## src/rtl/ssr_defines.vh

```
`ifndef SSR_DEFINES_VH
`define SSR_DEFINES_VH

// register select indices on the status access port
`define SSR_IDX_OPER_COND 4'h0
`define SSR_IDX_OPER_EVENT 4'h1
`define SSR_IDX_OPER_ENABLE 4'h2
`define SSR_IDX_QUAL_COND 4'h3
`define SSR_IDX_QUAL_EVENT 4'h4
`define SSR_IDX_QUAL_ENABLE 4'h5
`define SSR_IDX_STD_COND 4'h6
`define SSR_IDX_STD_EVENT 4'h7
`define SSR_IDX_STD_ENABLE 4'h8
`define SSR_IDX_SRQ_STATUS 4'h9
`define SSR_IDX_SRQ_EVENT 4'ha
`define SSR_IDX_SRQ_ENABLE 4'hb
`define SSR_IDX_ERRQ_COUNT 4'hc

// group widths
`define SSR_WIDE_W 16
`define SSR_NARROW_W 8

// operation bit positions
`define SSR_OP_WAIT_TRIG 5
`define SSR_OP_TRANS_ARMED 6
`define SSR_OP_CONST_VOLT 8
`define SSR_OP_TRANS_DONE 9
`define SSR_OP_CONST_CURR 10
`define SSR_OP_SAMPLE_DONE 11
`define SSR_OP_LIST_DONE 12
`define SSR_OP_LIST_RUN 14
// readable operation condition bits: 5,6,8,10,11,14
`define SSR_OP_COND_MASK 16'h4d60

// quality bit positions
`define SSR_QU_VOLT_MODE_ERR 0
`define SSR_QU_CURR_MODE_ERR 1
`define SSR_QU_THERMAL 3
`define SSR_QU_SLAVE 6
`define SSR_QU_VOLT_PROT 12
`define SSR_QU_CURR_PROT 13
`define SSR_QU_SINKING 14
// readable quality condition bits: 0,1,3,6,12,13,14
`define SSR_QU_COND_MASK 16'h704b

// status byte bit positions
`define SSR_SB_ERR_QUAL 3
`define SSR_SB_MSG_AVAIL 4
`define SSR_SB_STD_SUM 5
`define SSR_SB_RQS 6
`define SSR_SB_OPER_SUM 7

// reset values
`define SSR_RST_16 16'h0000
`define SSR_RST_8 8'h00

// error queue
`define SSR_ERRQ_DEPTH 16
`define SSR_ERRQ_CW 5

`endif

```

## src/rtl/ssr_group.v

```verilog
`default_nettype none

module ssr_group #(
    parameter W = 16
) (
    input wire core_clk,
    input wire resetn,
    input wire [W-1:0] cond,
    input wire [W-1:0] pulse_set,
    input wire event_clr,
    input wire enable_wr,
    input wire [W-1:0] enable_wdata,
    input wire enable_clr,
    output reg [W-1:0] event_bits,
    output reg [W-1:0] enable_bits,
    output wire summary
);

    reg [W-1:0] cond_prev;
    wire [W-1:0] rise;
    wire [W-1:0] next_event_bits;

    assign rise = cond & ~cond_prev;
    // set wins over a clear in the same cycle, so no edge is lost
    assign next_event_bits = (event_clr ? {W{1'b0}} : event_bits) | rise | pulse_set;
    assign summary = |(event_bits & enable_bits);

    always @(posedge core_clk or negedge resetn) begin
        if (!resetn) begin
            cond_prev <= {W{1'b0}};
            event_bits <= {W{1'b0}};
            enable_bits <= {W{1'b0}};
        end else begin
            cond_prev <= cond;
            event_bits <= next_event_bits;
            if (enable_clr) begin
                enable_bits <= {W{1'b0}};
            end else if (enable_wr) begin
                enable_bits <= enable_wdata;
            end
        end
    end

endmodule

`default_nettype wire

```

## src/rtl/ssr_status.v

```verilog
// Contract
// - status byte bit 3 is one while an error is queued or an enabled quality event is set.
// - status byte bit 4 is set while query response data waits for reading.
// - four groups: operation and quality 16 bits, standard event and request 8.
// - a condition bit rising from zero to one sets its event bit.
// - reading an event register returns it, then clears it; a bit set in the same cycle stays set.
// - operation, quality and standard enable registers gate event bits into the group summary bit.
// - quality event bit 0 enabled asserts status byte bit 3.
// - request bits except 6 are ANDed with enables, ORed into bit 6.
// - the service request line is asserted while request bit 6 is one.
// - a non-empty error queue sets request register bit 3.
// - operation condition bits 0-4, 7, 13, 15 always read zero.
// - operation bit 5 shows trigger enabled, held through a low external trigger.
// - operation bit 6 is one while the transient function is armed.
// - operation bit 8 means constant voltage, bit 10 constant current.
// - operation bits 9 and 12 exist only as events, never as condition.
// - operation bit 11 shows sample complete, bit 14 list running.
// - quality bit 0 means current mode, bit 1 means voltage mode.
// - quality bit 3 is thermal error, bit 6 slave fault.
// - quality bit 12 is voltage protection error, 13 current protection error.
// - with external reference, any protection error sets quality bits 12 and 13.
// - quality bit 14 is one while the unit sinks energy from its load.
// - quality condition bits 2, 4, 5, 7-11, 15 always read zero.
`include "ssr_defines.vh"
`default_nettype none

module ssr_status #(
    parameter ERRQ_DEPTH = `SSR_ERRQ_DEPTH
) (
    input wire core_clk,
    input wire resetn,
    // operation sources, same clock except trig_pin
    input wire trig_enabled,
    input wire trig_source_ext,
    input wire trig_pin,
    input wire trans_armed,
    input wire const_volt,
    input wire const_curr,
    input wire sample_done,
    input wire list_running,
    input wire trans_done_pulse,
    input wire list_done_pulse,
    // quality sources, same clock
    input wire mode_current,
    input wire mode_voltage,
    input wire thermal_err,
    input wire slave_fault,
    input wire volt_prot_err,
    input wire curr_prot_err,
    input wire ext_ref_enabled,
    input wire sinking,
    // standard event sources from the command side
    input wire [`SSR_NARROW_W-1:0] std_cond,
    input wire [`SSR_NARROW_W-1:0] std_pulse,
    // output buffer and error queue
    input wire msg_avail,
    input wire err_push,
    input wire err_pop,
    input wire clear_status,
    input wire preset_enables,
    // register access port
    input wire [3:0] reg_sel,
    input wire reg_rd,
    input wire reg_wr,
    input wire [`SSR_WIDE_W-1:0] reg_wdata,
    output reg [`SSR_WIDE_W-1:0] reg_rdata,
    output reg reg_rvalid,
    // toward the host controller
    output reg [`SSR_NARROW_W-1:0] status_byte,
    output reg srq,
    output reg err_queue_nonempty,
    output reg err_queue_overflow
);

    localparam [31:0] ERRQ_DEPTH_W = ERRQ_DEPTH;
    localparam [`SSR_ERRQ_CW-1:0] ERRQ_MAX = ERRQ_DEPTH_W[`SSR_ERRQ_CW-1:0];
    localparam [`SSR_ERRQ_CW-1:0] ERRQ_ONE = 5'h01;

    // external trigger pin crosses in through two flops
    reg trig_meta;
    reg trig_sync;
    reg trigger_wait_flag;
    reg [`SSR_ERRQ_CW-1:0] errq_count;

    wire next_trigger_wait_flag;
    wire [`SSR_WIDE_W-1:0] oper_cond;
    wire [`SSR_WIDE_W-1:0] oper_pulse;
    wire [`SSR_WIDE_W-1:0] qual_cond;
    wire [`SSR_WIDE_W-1:0] oper_event;
    wire [`SSR_WIDE_W-1:0] oper_enable;
    wire [`SSR_WIDE_W-1:0] qual_event;
    wire [`SSR_WIDE_W-1:0] quality_enable_mask;
    wire [`SSR_NARROW_W-1:0] std_event;
    wire [`SSR_NARROW_W-1:0] std_enable;
    wire [`SSR_NARROW_W-1:0] srq_event;
    wire [`SSR_NARROW_W-1:0] srq_enable;
    wire oper_sum;
    wire qual_sum;
    wire std_sum;
    wire prot_any;
    wire rd_oper_ev;
    wire rd_qual_ev;
    wire rd_std_ev;
    wire rd_srq_ev;
    wire wr_oper_en;
    wire wr_qual_en;
    wire wr_std_en;
    wire wr_srq_en;
    wire next_errq_nonempty;
    wire errq_push_only;
    wire errq_pop_only;
    wire errq_full;
    wire errq_empty;
    wire [`SSR_NARROW_W-1:0] sb_base;
    wire next_rqs;
    wire [`SSR_NARROW_W-1:0] next_status_byte;
    reg [`SSR_WIDE_W-1:0] next_reg_rdata;
    reg [`SSR_ERRQ_CW-1:0] next_errq_count;
    reg next_overflow;

    // pin idles high; both flops reset to it so no false low follows reset
    always @(posedge core_clk or negedge resetn) begin
        if (!resetn) begin
            trig_meta <= 1'b1;
            trig_sync <= 1'b1;
        end else begin
            trig_meta <= trig_pin;
            trig_sync <= trig_meta;
        end
    end

    // hold while the external source is selected and its trigger input is low, even if trigger was disabled
    assign next_trigger_wait_flag = trig_enabled |
        (trig_source_ext & ~trig_sync & trigger_wait_flag);

    always @(posedge core_clk or negedge resetn) begin
        if (!resetn) begin
            trigger_wait_flag <= 1'b0;
        end else begin
            trigger_wait_flag <= next_trigger_wait_flag;
        end
    end

    // operation condition; unused bits tied low
    assign oper_cond[4:0] = 5'h00;
    assign oper_cond[`SSR_OP_WAIT_TRIG] = trigger_wait_flag;
    assign oper_cond[`SSR_OP_TRANS_ARMED] = trans_armed;
    assign oper_cond[7] = 1'b0;
    assign oper_cond[`SSR_OP_CONST_VOLT] = const_volt;
    assign oper_cond[`SSR_OP_TRANS_DONE] = 1'b0;
    assign oper_cond[`SSR_OP_CONST_CURR] = const_curr;
    assign oper_cond[`SSR_OP_SAMPLE_DONE] = sample_done;
    assign oper_cond[`SSR_OP_LIST_DONE] = 1'b0;
    assign oper_cond[13] = 1'b0;
    assign oper_cond[`SSR_OP_LIST_RUN] = list_running;
    assign oper_cond[15] = 1'b0;

    // completion bits reach the event register directly
    assign oper_pulse[8:0] = 9'h000;
    assign oper_pulse[`SSR_OP_TRANS_DONE] = trans_done_pulse;
    assign oper_pulse[11:10] = 2'h0;
    assign oper_pulse[`SSR_OP_LIST_DONE] = list_done_pulse;
    assign oper_pulse[15:13] = 3'h0;

    assign prot_any = volt_prot_err | curr_prot_err;

    assign qual_cond[`SSR_QU_VOLT_MODE_ERR] = mode_current;
    assign qual_cond[`SSR_QU_CURR_MODE_ERR] = mode_voltage;
    assign qual_cond[2] = 1'b0;
    assign qual_cond[`SSR_QU_THERMAL] = thermal_err;
    assign qual_cond[5:4] = 2'h0;
    assign qual_cond[`SSR_QU_SLAVE] = slave_fault;
    assign qual_cond[11:7] = 5'h00;
    assign qual_cond[`SSR_QU_VOLT_PROT] = volt_prot_err | (ext_ref_enabled & prot_any);
    assign qual_cond[`SSR_QU_CURR_PROT] = curr_prot_err | (ext_ref_enabled & prot_any);
    assign qual_cond[`SSR_QU_SINKING] = sinking;
    assign qual_cond[15] = 1'b0;

    // access decode
    assign rd_oper_ev = reg_rd & (reg_sel == `SSR_IDX_OPER_EVENT);
    assign rd_qual_ev = reg_rd & (reg_sel == `SSR_IDX_QUAL_EVENT);
    assign rd_std_ev = reg_rd & (reg_sel == `SSR_IDX_STD_EVENT);
    assign rd_srq_ev = reg_rd & (reg_sel == `SSR_IDX_SRQ_EVENT);
    assign wr_oper_en = reg_wr & (reg_sel == `SSR_IDX_OPER_ENABLE);
    assign wr_qual_en = reg_wr & (reg_sel == `SSR_IDX_QUAL_ENABLE);
    assign wr_std_en = reg_wr & (reg_sel == `SSR_IDX_STD_ENABLE);
    assign wr_srq_en = reg_wr & (reg_sel == `SSR_IDX_SRQ_ENABLE);

    ssr_group #(
        .W(`SSR_WIDE_W)
    ) u_oper (
        .core_clk(core_clk),
        .resetn(resetn),
        .cond(oper_cond),
        .pulse_set(oper_pulse),
        .event_clr(rd_oper_ev | clear_status),
        .enable_wr(wr_oper_en),
        .enable_wdata(reg_wdata),
        .enable_clr(preset_enables),
        .event_bits(oper_event),
        .enable_bits(oper_enable),
        .summary(oper_sum)
    );

    ssr_group #(
        .W(`SSR_WIDE_W)
    ) u_qual (
        .core_clk(core_clk),
        .resetn(resetn),
        .cond(qual_cond),
        .pulse_set(`SSR_RST_16),
        .event_clr(rd_qual_ev | clear_status),
        .enable_wr(wr_qual_en),
        .enable_wdata(reg_wdata),
        .enable_clr(preset_enables),
        .event_bits(qual_event),
        .enable_bits(quality_enable_mask),
        .summary(qual_sum)
    );

    ssr_group #(
        .W(`SSR_NARROW_W)
    ) u_std (
        .core_clk(core_clk),
        .resetn(resetn),
        .cond(std_cond),
        .pulse_set(std_pulse),
        .event_clr(rd_std_ev | clear_status),
        .enable_wr(wr_std_en),
        .enable_wdata(reg_wdata[`SSR_NARROW_W-1:0]),
        .enable_clr(1'b0),
        .event_bits(std_event),
        .enable_bits(std_enable),
        .summary(std_sum)
    );

    ssr_group #(
        .W(`SSR_NARROW_W)
    ) u_srq (
        .core_clk(core_clk),
        .resetn(resetn),
        .cond(status_byte),
        .pulse_set(`SSR_RST_8),
        .event_clr(rd_srq_ev | clear_status),
        .enable_wr(wr_srq_en),
        .enable_wdata(reg_wdata[`SSR_NARROW_W-1:0]),
        .enable_clr(1'b0),
        .event_bits(srq_event),
        .enable_bits(srq_enable),
        .summary()
    );

    // full saturates; further pushes only raise the overflow flag
    assign errq_push_only = err_push & ~err_pop;
    assign errq_pop_only = err_pop & ~err_push;
    assign errq_full = (errq_count == ERRQ_MAX);
    assign errq_empty = (errq_count == {`SSR_ERRQ_CW{1'b0}});

    // error queue tracked as an occupancy count; entries live with the parser
    always @* begin
        next_errq_count = errq_count;
        next_overflow = err_queue_overflow;
        if (clear_status) begin
            next_errq_count = {`SSR_ERRQ_CW{1'b0}};
            next_overflow = 1'b0;
            // a push without a pop in the clearing cycle is kept, so that error is not lost
            if (errq_push_only) begin
                next_errq_count = ERRQ_ONE;
            end
        end else if (errq_push_only) begin
            if (errq_full) begin
                next_overflow = 1'b1;
            end else begin
                next_errq_count = errq_count + ERRQ_ONE;
            end
        end else if (errq_pop_only & ~errq_empty) begin
            next_errq_count = errq_count - ERRQ_ONE;
        end
    end

    assign next_errq_nonempty = (next_errq_count != {`SSR_ERRQ_CW{1'b0}});

    // bit 3 low only when no error is queued and no enabled quality event
    assign sb_base[2:0] = 3'h0;
    assign sb_base[`SSR_SB_ERR_QUAL] = qual_sum | err_queue_nonempty;
    assign sb_base[`SSR_SB_MSG_AVAIL] = msg_avail;
    assign sb_base[`SSR_SB_STD_SUM] = std_sum;
    assign sb_base[`SSR_SB_RQS] = 1'b0;
    assign sb_base[`SSR_SB_OPER_SUM] = oper_sum;
    // bit 6 excluded from its own summary to avoid a loop
    assign next_rqs = |(sb_base & srq_enable & ~(8'h01 << `SSR_SB_RQS));
    assign next_status_byte = sb_base | ({7'h00, next_rqs} << `SSR_SB_RQS);

    always @* begin
        next_reg_rdata = `SSR_RST_16;
        case (reg_sel)
            `SSR_IDX_OPER_COND: next_reg_rdata = oper_cond & `SSR_OP_COND_MASK;
            `SSR_IDX_OPER_EVENT: next_reg_rdata = oper_event;
            `SSR_IDX_OPER_ENABLE: next_reg_rdata = oper_enable;
            `SSR_IDX_QUAL_COND: next_reg_rdata = qual_cond & `SSR_QU_COND_MASK;
            `SSR_IDX_QUAL_EVENT: next_reg_rdata = qual_event;
            `SSR_IDX_QUAL_ENABLE: next_reg_rdata = quality_enable_mask;
            `SSR_IDX_STD_COND: next_reg_rdata = {8'h00, std_cond};
            `SSR_IDX_STD_EVENT: next_reg_rdata = {8'h00, std_event};
            `SSR_IDX_STD_ENABLE: next_reg_rdata = {8'h00, std_enable};
            `SSR_IDX_SRQ_STATUS: next_reg_rdata = {8'h00, status_byte};
            `SSR_IDX_SRQ_EVENT: next_reg_rdata = {8'h00, srq_event};
            `SSR_IDX_SRQ_ENABLE: next_reg_rdata = {8'h00, srq_enable};
            `SSR_IDX_ERRQ_COUNT: next_reg_rdata = {11'h000, errq_count};
            default: next_reg_rdata = `SSR_RST_16;
        endcase
    end

    always @(posedge core_clk or negedge resetn) begin
        if (!resetn) begin
            errq_count <= {`SSR_ERRQ_CW{1'b0}};
            err_queue_nonempty <= 1'b0;
            err_queue_overflow <= 1'b0;
            status_byte <= `SSR_RST_8;
            srq <= 1'b0;
            reg_rdata <= `SSR_RST_16;
            reg_rvalid <= 1'b0;
        end else begin
            errq_count <= next_errq_count;
            err_queue_nonempty <= next_errq_nonempty;
            err_queue_overflow <= next_overflow;
            status_byte <= next_status_byte;
            srq <= next_rqs;
            reg_rvalid <= reg_rd;
            // data captured before the clear lands
            if (reg_rd) begin
                reg_rdata <= next_reg_rdata;
            end
        end
    end

endmodule

`default_nettype wire

```

## config.mk

```make
export PLATFORM = sky130hd
export DESIGN_NAME = ssr_status
export DESIGN_NICKNAME = d
export VERILOG_FILES = /design/src/rtl/ssr_group.v /design/src/rtl/ssr_status.v
export VERILOG_INCLUDE_DIRS = /design/src /design/src/rtl
export SDC_FILE = /design/constraint.sdc
export NUM_CORES = 1
export LEC_CHECK = 0
export BUFFER_PORTS_ARGS = -buffer_cell sky130_fd_sc_hd__clkbuf_2
export CORE_MARGIN = 2
export CORE_UTILIZATION = 45
export CTS_CLUSTER_SIZE = 10
export DETAILED_ROUTE_END_ITERATION = 6
export HOLD_SLACK_MARGIN = 0.08
export PLACE_DENSITY = 0.75
export SLEW_MARGIN = 20
export SYNTH_ARGS = -nofsm -noshare
export SYNTH_HDL_FRONTEND = slang
export SYNTH_SLANG_ARGS = --single-unit
```

## constraint.sdc

```tcl
create_clock -name core_clk -period 3 [get_ports core_clk]
set_clock_uncertainty 0.2 [all_clocks]
set_input_delay 0.6 -clock core_clk [delete_from_list [all_inputs] [get_ports core_clk]]
set_output_delay 0.6 -clock core_clk [all_outputs]
set_load 0.05 [all_outputs]
```

==> summary.md, run 1 <==
| Metric | Value |
|---|---|
| Status | `finished, final reports clean` |
| Worst setup path start | `errq_count[0]` |
| Final hold violations | `0` |
| Core area | `0.0133 mm^2` |
| Synth warnings | `0` |
| N_diodes | `0` |
| Routed wire per std cell | `between 15 and 20 um` |
| CP Data Required Time | `between 3 and 4 ns` |
| CP Data Arrival Time | `2.59 ns` |
| Synth cell count leaders | `dfrtp_1, nand2_1, a21oi_1, inv_1, mux2_2` |
| Min cycle time layout | `2.51 ns` |
| Synth Area in Simple Gates | `0.127` |
| Max Clock Freq | `398 MHz` |
| DR WL met3 | `1250 um` |
| Synthesized area per cell | `10.2 um^2` |
| GRT Util Overall | `0.253` |
| Pwr Total | `4.98 mW` |
| Starting density of the core | `0.464` |
| Fin crit share | `0.837` |
| Vert. Die Dim | `121 um` |
| CTS H-tree lvls | `4` |
| Share of flip-flops with an asynchronous set or reset | `1.00` |
| Reg2reg path depth | `7` |
| Post-Synth Adder-Cell Area | `0.00406` |
| Count leader, synth | `dfrtp_1` |
| Number of max-cap violations | `0` |
| Detailed Routing Iterations Pass 1 | `5` |
| Pleak | `between 3 and 4 nW` |
| Fin Hold WS | `~0.13 ns` |
| GR Overflow Total | `0` |
| Setup Fix Bufs, Post-CTS | `0` |
| Routed met1 length | `8100 um` |
| Ys flop type | `dfrtp_1` |
| EDFF count, synth | `0` |
| Share of layout cells above drive strength 1 | `0.231` |
| Die X | `roughly 120 um` |
| Global-route wire length before repair | `28,000 um` |
| # rows | `between 40 and 50` |
| CTS Buf Count | `17` |
| Final Routed Wirelength | `~18,000 um` |
| Area growth syn-to-layout | `19.2%` |
| Post-synthesis compound-gate area fraction | `0.197` |
| Min-delay worst type | `in -> reg` |
| Die ar. | `~0.015 mm^2` |
| Sequential-to-total area share from yosys stat | `0.544` |
| Critical Path Sink | `err_queue_nonempty` |
| Tightest Pin Transition | `roughly 0.91 ns` |
| Critical path type | `reg -> reg` |
| DRC violations left | `0` |
| I/O Buffers | `87` |
| P_sw | `1.45 mW` |
| Syn Inst Count | `605` |
| Yosys reg bits | `about 130` |
| Power Density | `677 mW/mm^2` |
| Vias | `5,186` |
| Initial antenna violation count | `0` |
| CTS root buf | `clkbuf_16` |
| Num ports | `91` |
| Reg clk slew, reported paths | `0.06 ns` |
| Vias per inst | `5.88` |
| HPWL Detailed | `12,700 um` |
| GPL Wtd Cong | `0.938` |
| R2R setup slack | `about 0.49 ns` |
| RSZ-0062 raised after global routing | `false` |
| Largest family of logic cells by synthesized area | `compound AO/OA/AOI/OAI gates` |
| Highest metal used | `met4` |
| CTS Sinks | `about 130` |
| Setup violators final | `0` |
| Int Pwr | `3.53 mW` |
| WL met2 | `7840 um` |
| Mapped Area | `0.00617 mm^2` |
| Worst skew pair latency | `0.41 ns` |
| Worst Setup End Kind | `register` |
| Maximum buffer depth of the clock tree | `2` |
| Yosys cell types | `65` |
| Max-slew violation count | `0` |
| Largest net degree at the start of global routing | `74` |
| Post-route setup TNS | `0 ns` |
| Final net count | `758` |
| Worst rel slew slack | `0.393` |
| Worst Path Max Fanout | `8` |
| Sequential power share | `0.439` |
| Clock network fraction of total power | `0.401` |
| Crit path launch type | `register` |
| DRT iter0 DRCs | `604` |
| Number of global-route vias before repair | `5,098` |
| Combinational share of power | `0.160` |
| Worst r2r src | `errq_count[0]` |
| Area contributors post-synth | `dfrtp_1, nand2_1, a21oi_1` |
| Mux cell area share after synthesis | `0.0629` |
| CTS tree | `done` |
| ANT nets after route | `0` |
| VDD IR max | `0.373 mV` |
| Synth top area share | `0.535` |
| Yosys top cell by area | `dfrtp_1` |
| XOR/XNOR share of the synthesized area | `0.00284` |
| Fillers | `1,153` |
| Reg2reg end | `err_queue_nonempty` |
| Switch share | `0.292` |
flip-flops by register name (all words and copies together), names as in the netlist, 5 cells and up:
name	flops
errq_count	5
reg_rdata	16
status_byte	5
u_oper.cond_prev	6
u_oper.enable_bits	16
u_oper.event_bits	8
u_qual.cond_prev	7
u_qual.enable_bits	16
u_qual.event_bits	7
u_srq.cond_prev	5
u_srq.enable_bits	8
u_srq.event_bits	5
u_std.cond_prev	8
u_std.enable_bits	8
u_std.event_bits	8
kinds of logic (layout without fill, tap and decap cells):
kind of cell	Yosys count	after routing
fa+ha+maj	2	2
other cells	1	3
simple gates	164	164
buf+inv	86	185
compound gates	181	181
mux	35	35
flops	134	134
xor+xnor	2	2
timing repair:
item	4_1_cts	5_1_grt
gates resized for setup	0	0
endpoints found under the hold margin	71	0
hold buffers	2	0
area by class of cell:
cell class | instances | area (um^2) | area share
flip-flops and latches | 134 | 3360 | 0.456
repair buffers | 106 | 602 | 0.0818
clock inverters | 9 | 104 | 0.0141
multi-input cells | 387 | 2440 | 0.332
well taps | 176 | 220 | 0.0299
clock buffers | 23 | 458 | 0.0623
inverters | 47 | 176 | 0.0240
metal layers:
layer | up-vias | global-route usage
met1 | 2588 | 0.372
met5 | - | 0
met4 | 0 | 0.0814
li1 | 2333 | -
met2 | 231 | 0.370
met3 | 34 | 0.0611
stage by stage:
stage / util / cells / cell area (um^2) / setup WS (ns)
floorplan: - / 607 / 6180 / 0.877
global placement: 0.510 / 848 / 6770 / 0.478
detailed placement: 0.510 / 848 / 6770 / 0.371
CTS: 0.553 / 882 / 7360 / 0.553
global route: 0.553 / 882 / 7360 / 0.376
finish: 0.553 / 882 / 7360 / 0.490
worst min-delay path by stage:
stage,cells after the start,endpoint,startpoint,slack (ns)
after floorplan,0,err_queue_nonempty,resetn,0.10
after global placement,0,trig_sync,trig_meta,0.15
after detailed placement,0,trig_sync,trig_meta,0.16
after CTS,1,u_oper.cond_prev[11],sample_done,0.12
after global routing,1,u_qual.cond_prev[14],sinking,0.12
final,1,u_qual.cond_prev[14],sinking,0.13
placed cells by master, fill, tap and decap left out, drive strengths merged, types with 3 or more instances in the layout:
cell type	synthesis	layout
a2bb2oi	4	4
nor2b	9	9
nor3b	4	4
nand2	93	93
a221o	9	9
a22oi	19	19
a31oi	9	9
dfrtp	132	132
mux2i	14	14
a22o	9	9
o22ai	15	15
nand2b	5	5
o2111ai	3	3
o22a	3	3
buf	27	18
a21oi	52	52
nor2	15	15
mux2	20	20
and3	7	7
inv	47	48
clkinv	0	4
nand3b	5	5
o21ai	29	29
a221oi	4	4
clkbuf	12	109
nand3	16	16
conb	1	3
power groups by stage:
stage	clock network (mW)	registers, mW	logic, mW
floorplan	0	2.24	0.444
global placement	0	2.20	0.767
detailed placement	0	2.20	0.788
CTS	2.00	2.17	0.795
global route	2.10	2.20	0.866
finish	2.00	2.18	0.796
critical path, cell delays in order (launching register included):
cell and delay [ns]:
dfrtp_1 0.48, inv_1 0.16, ha_1 0.26, nor3b_4 0.33
a31oi_1 0.18, o311ai_1 0.13, a21oi_1 0.09, or4_1 0.54
Note: power is estimated with default switching activity, not from simulation.
==> inputs of run 2 (changes only) <==
==> constraint.sdc (replaced) <==
create_clock -name core_clk -period 2.4 [get_ports core_clk]
set_clock_uncertainty 0.2 [all_clocks]
set_input_delay 0.48 -clock core_clk [delete_from_list [all_inputs] [get_ports core_clk]]
set_output_delay 0.48 -clock core_clk [all_outputs]
set_load 0.05 [all_outputs]
==> run 2 against run 1 <==
  * Worst setup slack worse by 0.40 ns
  * Power increased by 23%
  * Hold slack got worse by 0.033 ns
  * Register-to-register slack worse by 0.40 ns
  * Flip-flop and latch count unchanged
==> summary.md, run 2 (same netlist as run 1, synthesis figures left out) <==
| Metric | Value |
|---|---|
| Worst rel slew slack | `0.329` |
| Fin crit share | `0.962` |
| Area growth syn-to-layout | `25.6%` |
| Worst Path Max Fanout | `5` |
| Status | `finished, final reports clean` |
| Hold endpoint | `u_oper.enable_bits[13]` |
| Most frequent cells in the layout | `dfrtp_1, nand2_1, clkbuf_2, a21oi_1, inv_1` |
| ANT nets after route | `0` |
| Max-slew violation count | `0` |
| DR WL met3 | `1590 um` |
| CTS Sinks | `between 100 and 150` |
| Starting density of the core | `0.464` |
| CP Data Required Time | `2.49 ns` |
| RSZ-0062 raised after global routing | `false` |
| Largest registers | `reg_rdata (16), u_oper.enable_bits (16), u_qual.enable_bits (16)` |
| Number of global-route vias before repair | `5,233` |
| CTS H-tree lvls | `4` |
| Vias | `5,407` |
| R2R setup slack | `0.09 ns` |
| Setup ws final | `between 0.09 and 0.1 ns` |
| Max Clock Freq | `433 MHz` |
| Largest net degree at the start of global routing | `46` |
| Critical path type | `reg -> reg` |
| Die ar. | `approximately 0.015 mm^2` |
| WL met2 | `8250 um` |
| Fillers | `1,146` |
| Worst hold stages | `3` |
| Final hold violations | `0` |
| HPWL Detailed | `approximately 13,000 um` |
| Dpl ws | `just over 0.08 ns` |
| Final net count | `around 800` |
| Crit path launch type | `register` |
| Number of max-cap violations | `0` |
| Initial antenna violation count | `0` |
| HP Start | `reg_wdata[13]` |
| Critical Path Slowest Stage Cell | `or4_1` |
| Maximum buffer depth of the clock tree | `2` |
| Num ports | `91` |
| CP Data Arrival Time | `2.40 ns` |
| Setup violators final | `0` |
| Worst-path cell chain | `inv_1 -> ha_2 -> nor3b_4 -> buf_4 -> a21bo_2 -> a2111o_1 -> o31ai_1 -> or4_1` |
| Share of layout cells above drive strength 1 | `0.234` |
| GR Overflow Total | `0` |
| CP Buf/Inv Count | `2` |
| Vert. Die Dim | `121 um` |
| Post-route setup TNS | `0 ns` |
| CTS root buf | `clkbuf_16` |
| Reg clk slew, reported paths | `0.05 ns` |
| Worst Setup End Kind | `register` |
| GPL Wtd Cong | `0.939` |
| Global-route wire length before repair | `28,600 um` |
| Worst r2r src | `errq_count[0]` |
| GRT Util Overall | `0.262` |
| Delay-heaviest family, CP | `simple AND/OR/NAND/NOR gates` |
| Critical Path Max Stage Delay | `0.43 ns` |
| Detailed Routing Iterations Pass 1 | `6` |
| Reg2reg path depth | `8` |
| Min cycle time layout | `2.31 ns` |
| Highest metal used | `met4` |
| N_diodes | `0` |
| DRC violations left | `0` |
| Tightest Pin Transition | `about 1.0 ns` |
| Routed wire per std cell | `19.8 um` |
| DRT iter0 DRCs | `585` |
| Vias per inst | `5.85` |
| Final Routed Wirelength | `18,300 um` |
| Reg2reg end | `err_queue_nonempty` |
| CTS Buf Count | `17` |
| Routed met1 length | `just under 8000 um` |
| Die X | `121 um` |
| Pleak | `3.54 nW` |
| Worst skew pair latency | `approximately 0.43 ns` |
| Min-delay worst type | `in -> reg` |
| Power Density | `790 mW/mm^2` |
| Core area | `0.0133 mm^2` |
| CTS tree | `done` |
| Core Util, Final | `0.583` |
| VDD IR max | `0.515 mV` |
| I/O Buffers | `a little under 90` |
| Commonest non-fill, non-tap cell in the layout | `dfrtp_1` |
| # rows | `42` |
| Fin Hold WS | `approximately 0.092 ns` |
==> run 2: cell type report <==
cell class | count | area (um^2) | share of cell area
timing repair buffer | 151 | 1030 | 0.133
sequential | 134 | 3360 | 0.433
clock inverter | 4 | 22.5 | 0.00291
multi-input combinational | 387 | 2440 | 0.315
clock buffer | 25 | 495 | 0.0640
inverter | 47 | 176 | 0.0228
tap | 176 | 220 | 0.0284
==> run 2: metal layers <==
metal	track usage	up-vias
li1	-	2409
met1	0.363	2658
met2	0.393	284
met3	0.0616	56
met4	0.115	0
met5	0	-
==> run 2: worst max path at each step <==
stage                       start                   to  slack (ns)  depth (start not counted)
CTS                 errq_count[0]   err_queue_nonempty        0.09                          7
detailed placement     reg_sel[0]  u_std.event_bits[7]        0.08                          4
global route        errq_count[0]   err_queue_nonempty        0.01                          7
global placement       reg_sel[3]         reg_rdata[6]        0.19                          7
finish              errq_count[0]   err_queue_nonempty        0.09                          8
floorplan           errq_count[1]   err_queue_nonempty        0.28                          7
==> run 2: worst min-delay path: stages <==
cell      delay (ns)
clkbuf_2        0.09
nand2_1         0.05
a21oi_1         0.05
==> run 2: what timing repair did <==
item,CTS,global route
setup buffers,0,1
gates resized for setup,0,1
endpoints found under the setup margin,0,1
hold buffers,34,0
endpoints found under the hold margin,70,0
==> run 2: through the flow <==
step	instance area, um^2	power, mW	std cells
floorplan	6180	3.35	607
CTS	7730	6.11	923
global placement	6880	3.73	860
finish	7740	6.12	924
detailed placement	6880	3.77	860
global route	7740	6.34	924
==> run 2: report_power, final <==
group | switching, mW | internal (mW) | leakage [nW] | total (mW)
Clock | 0.904 | 1.40 | 0.255 | 2.31
Sequential | 0.224 | 2.49 | 1.67 | 2.71
Combinational | 0.668 | 0.436 | 1.61 | 1.10
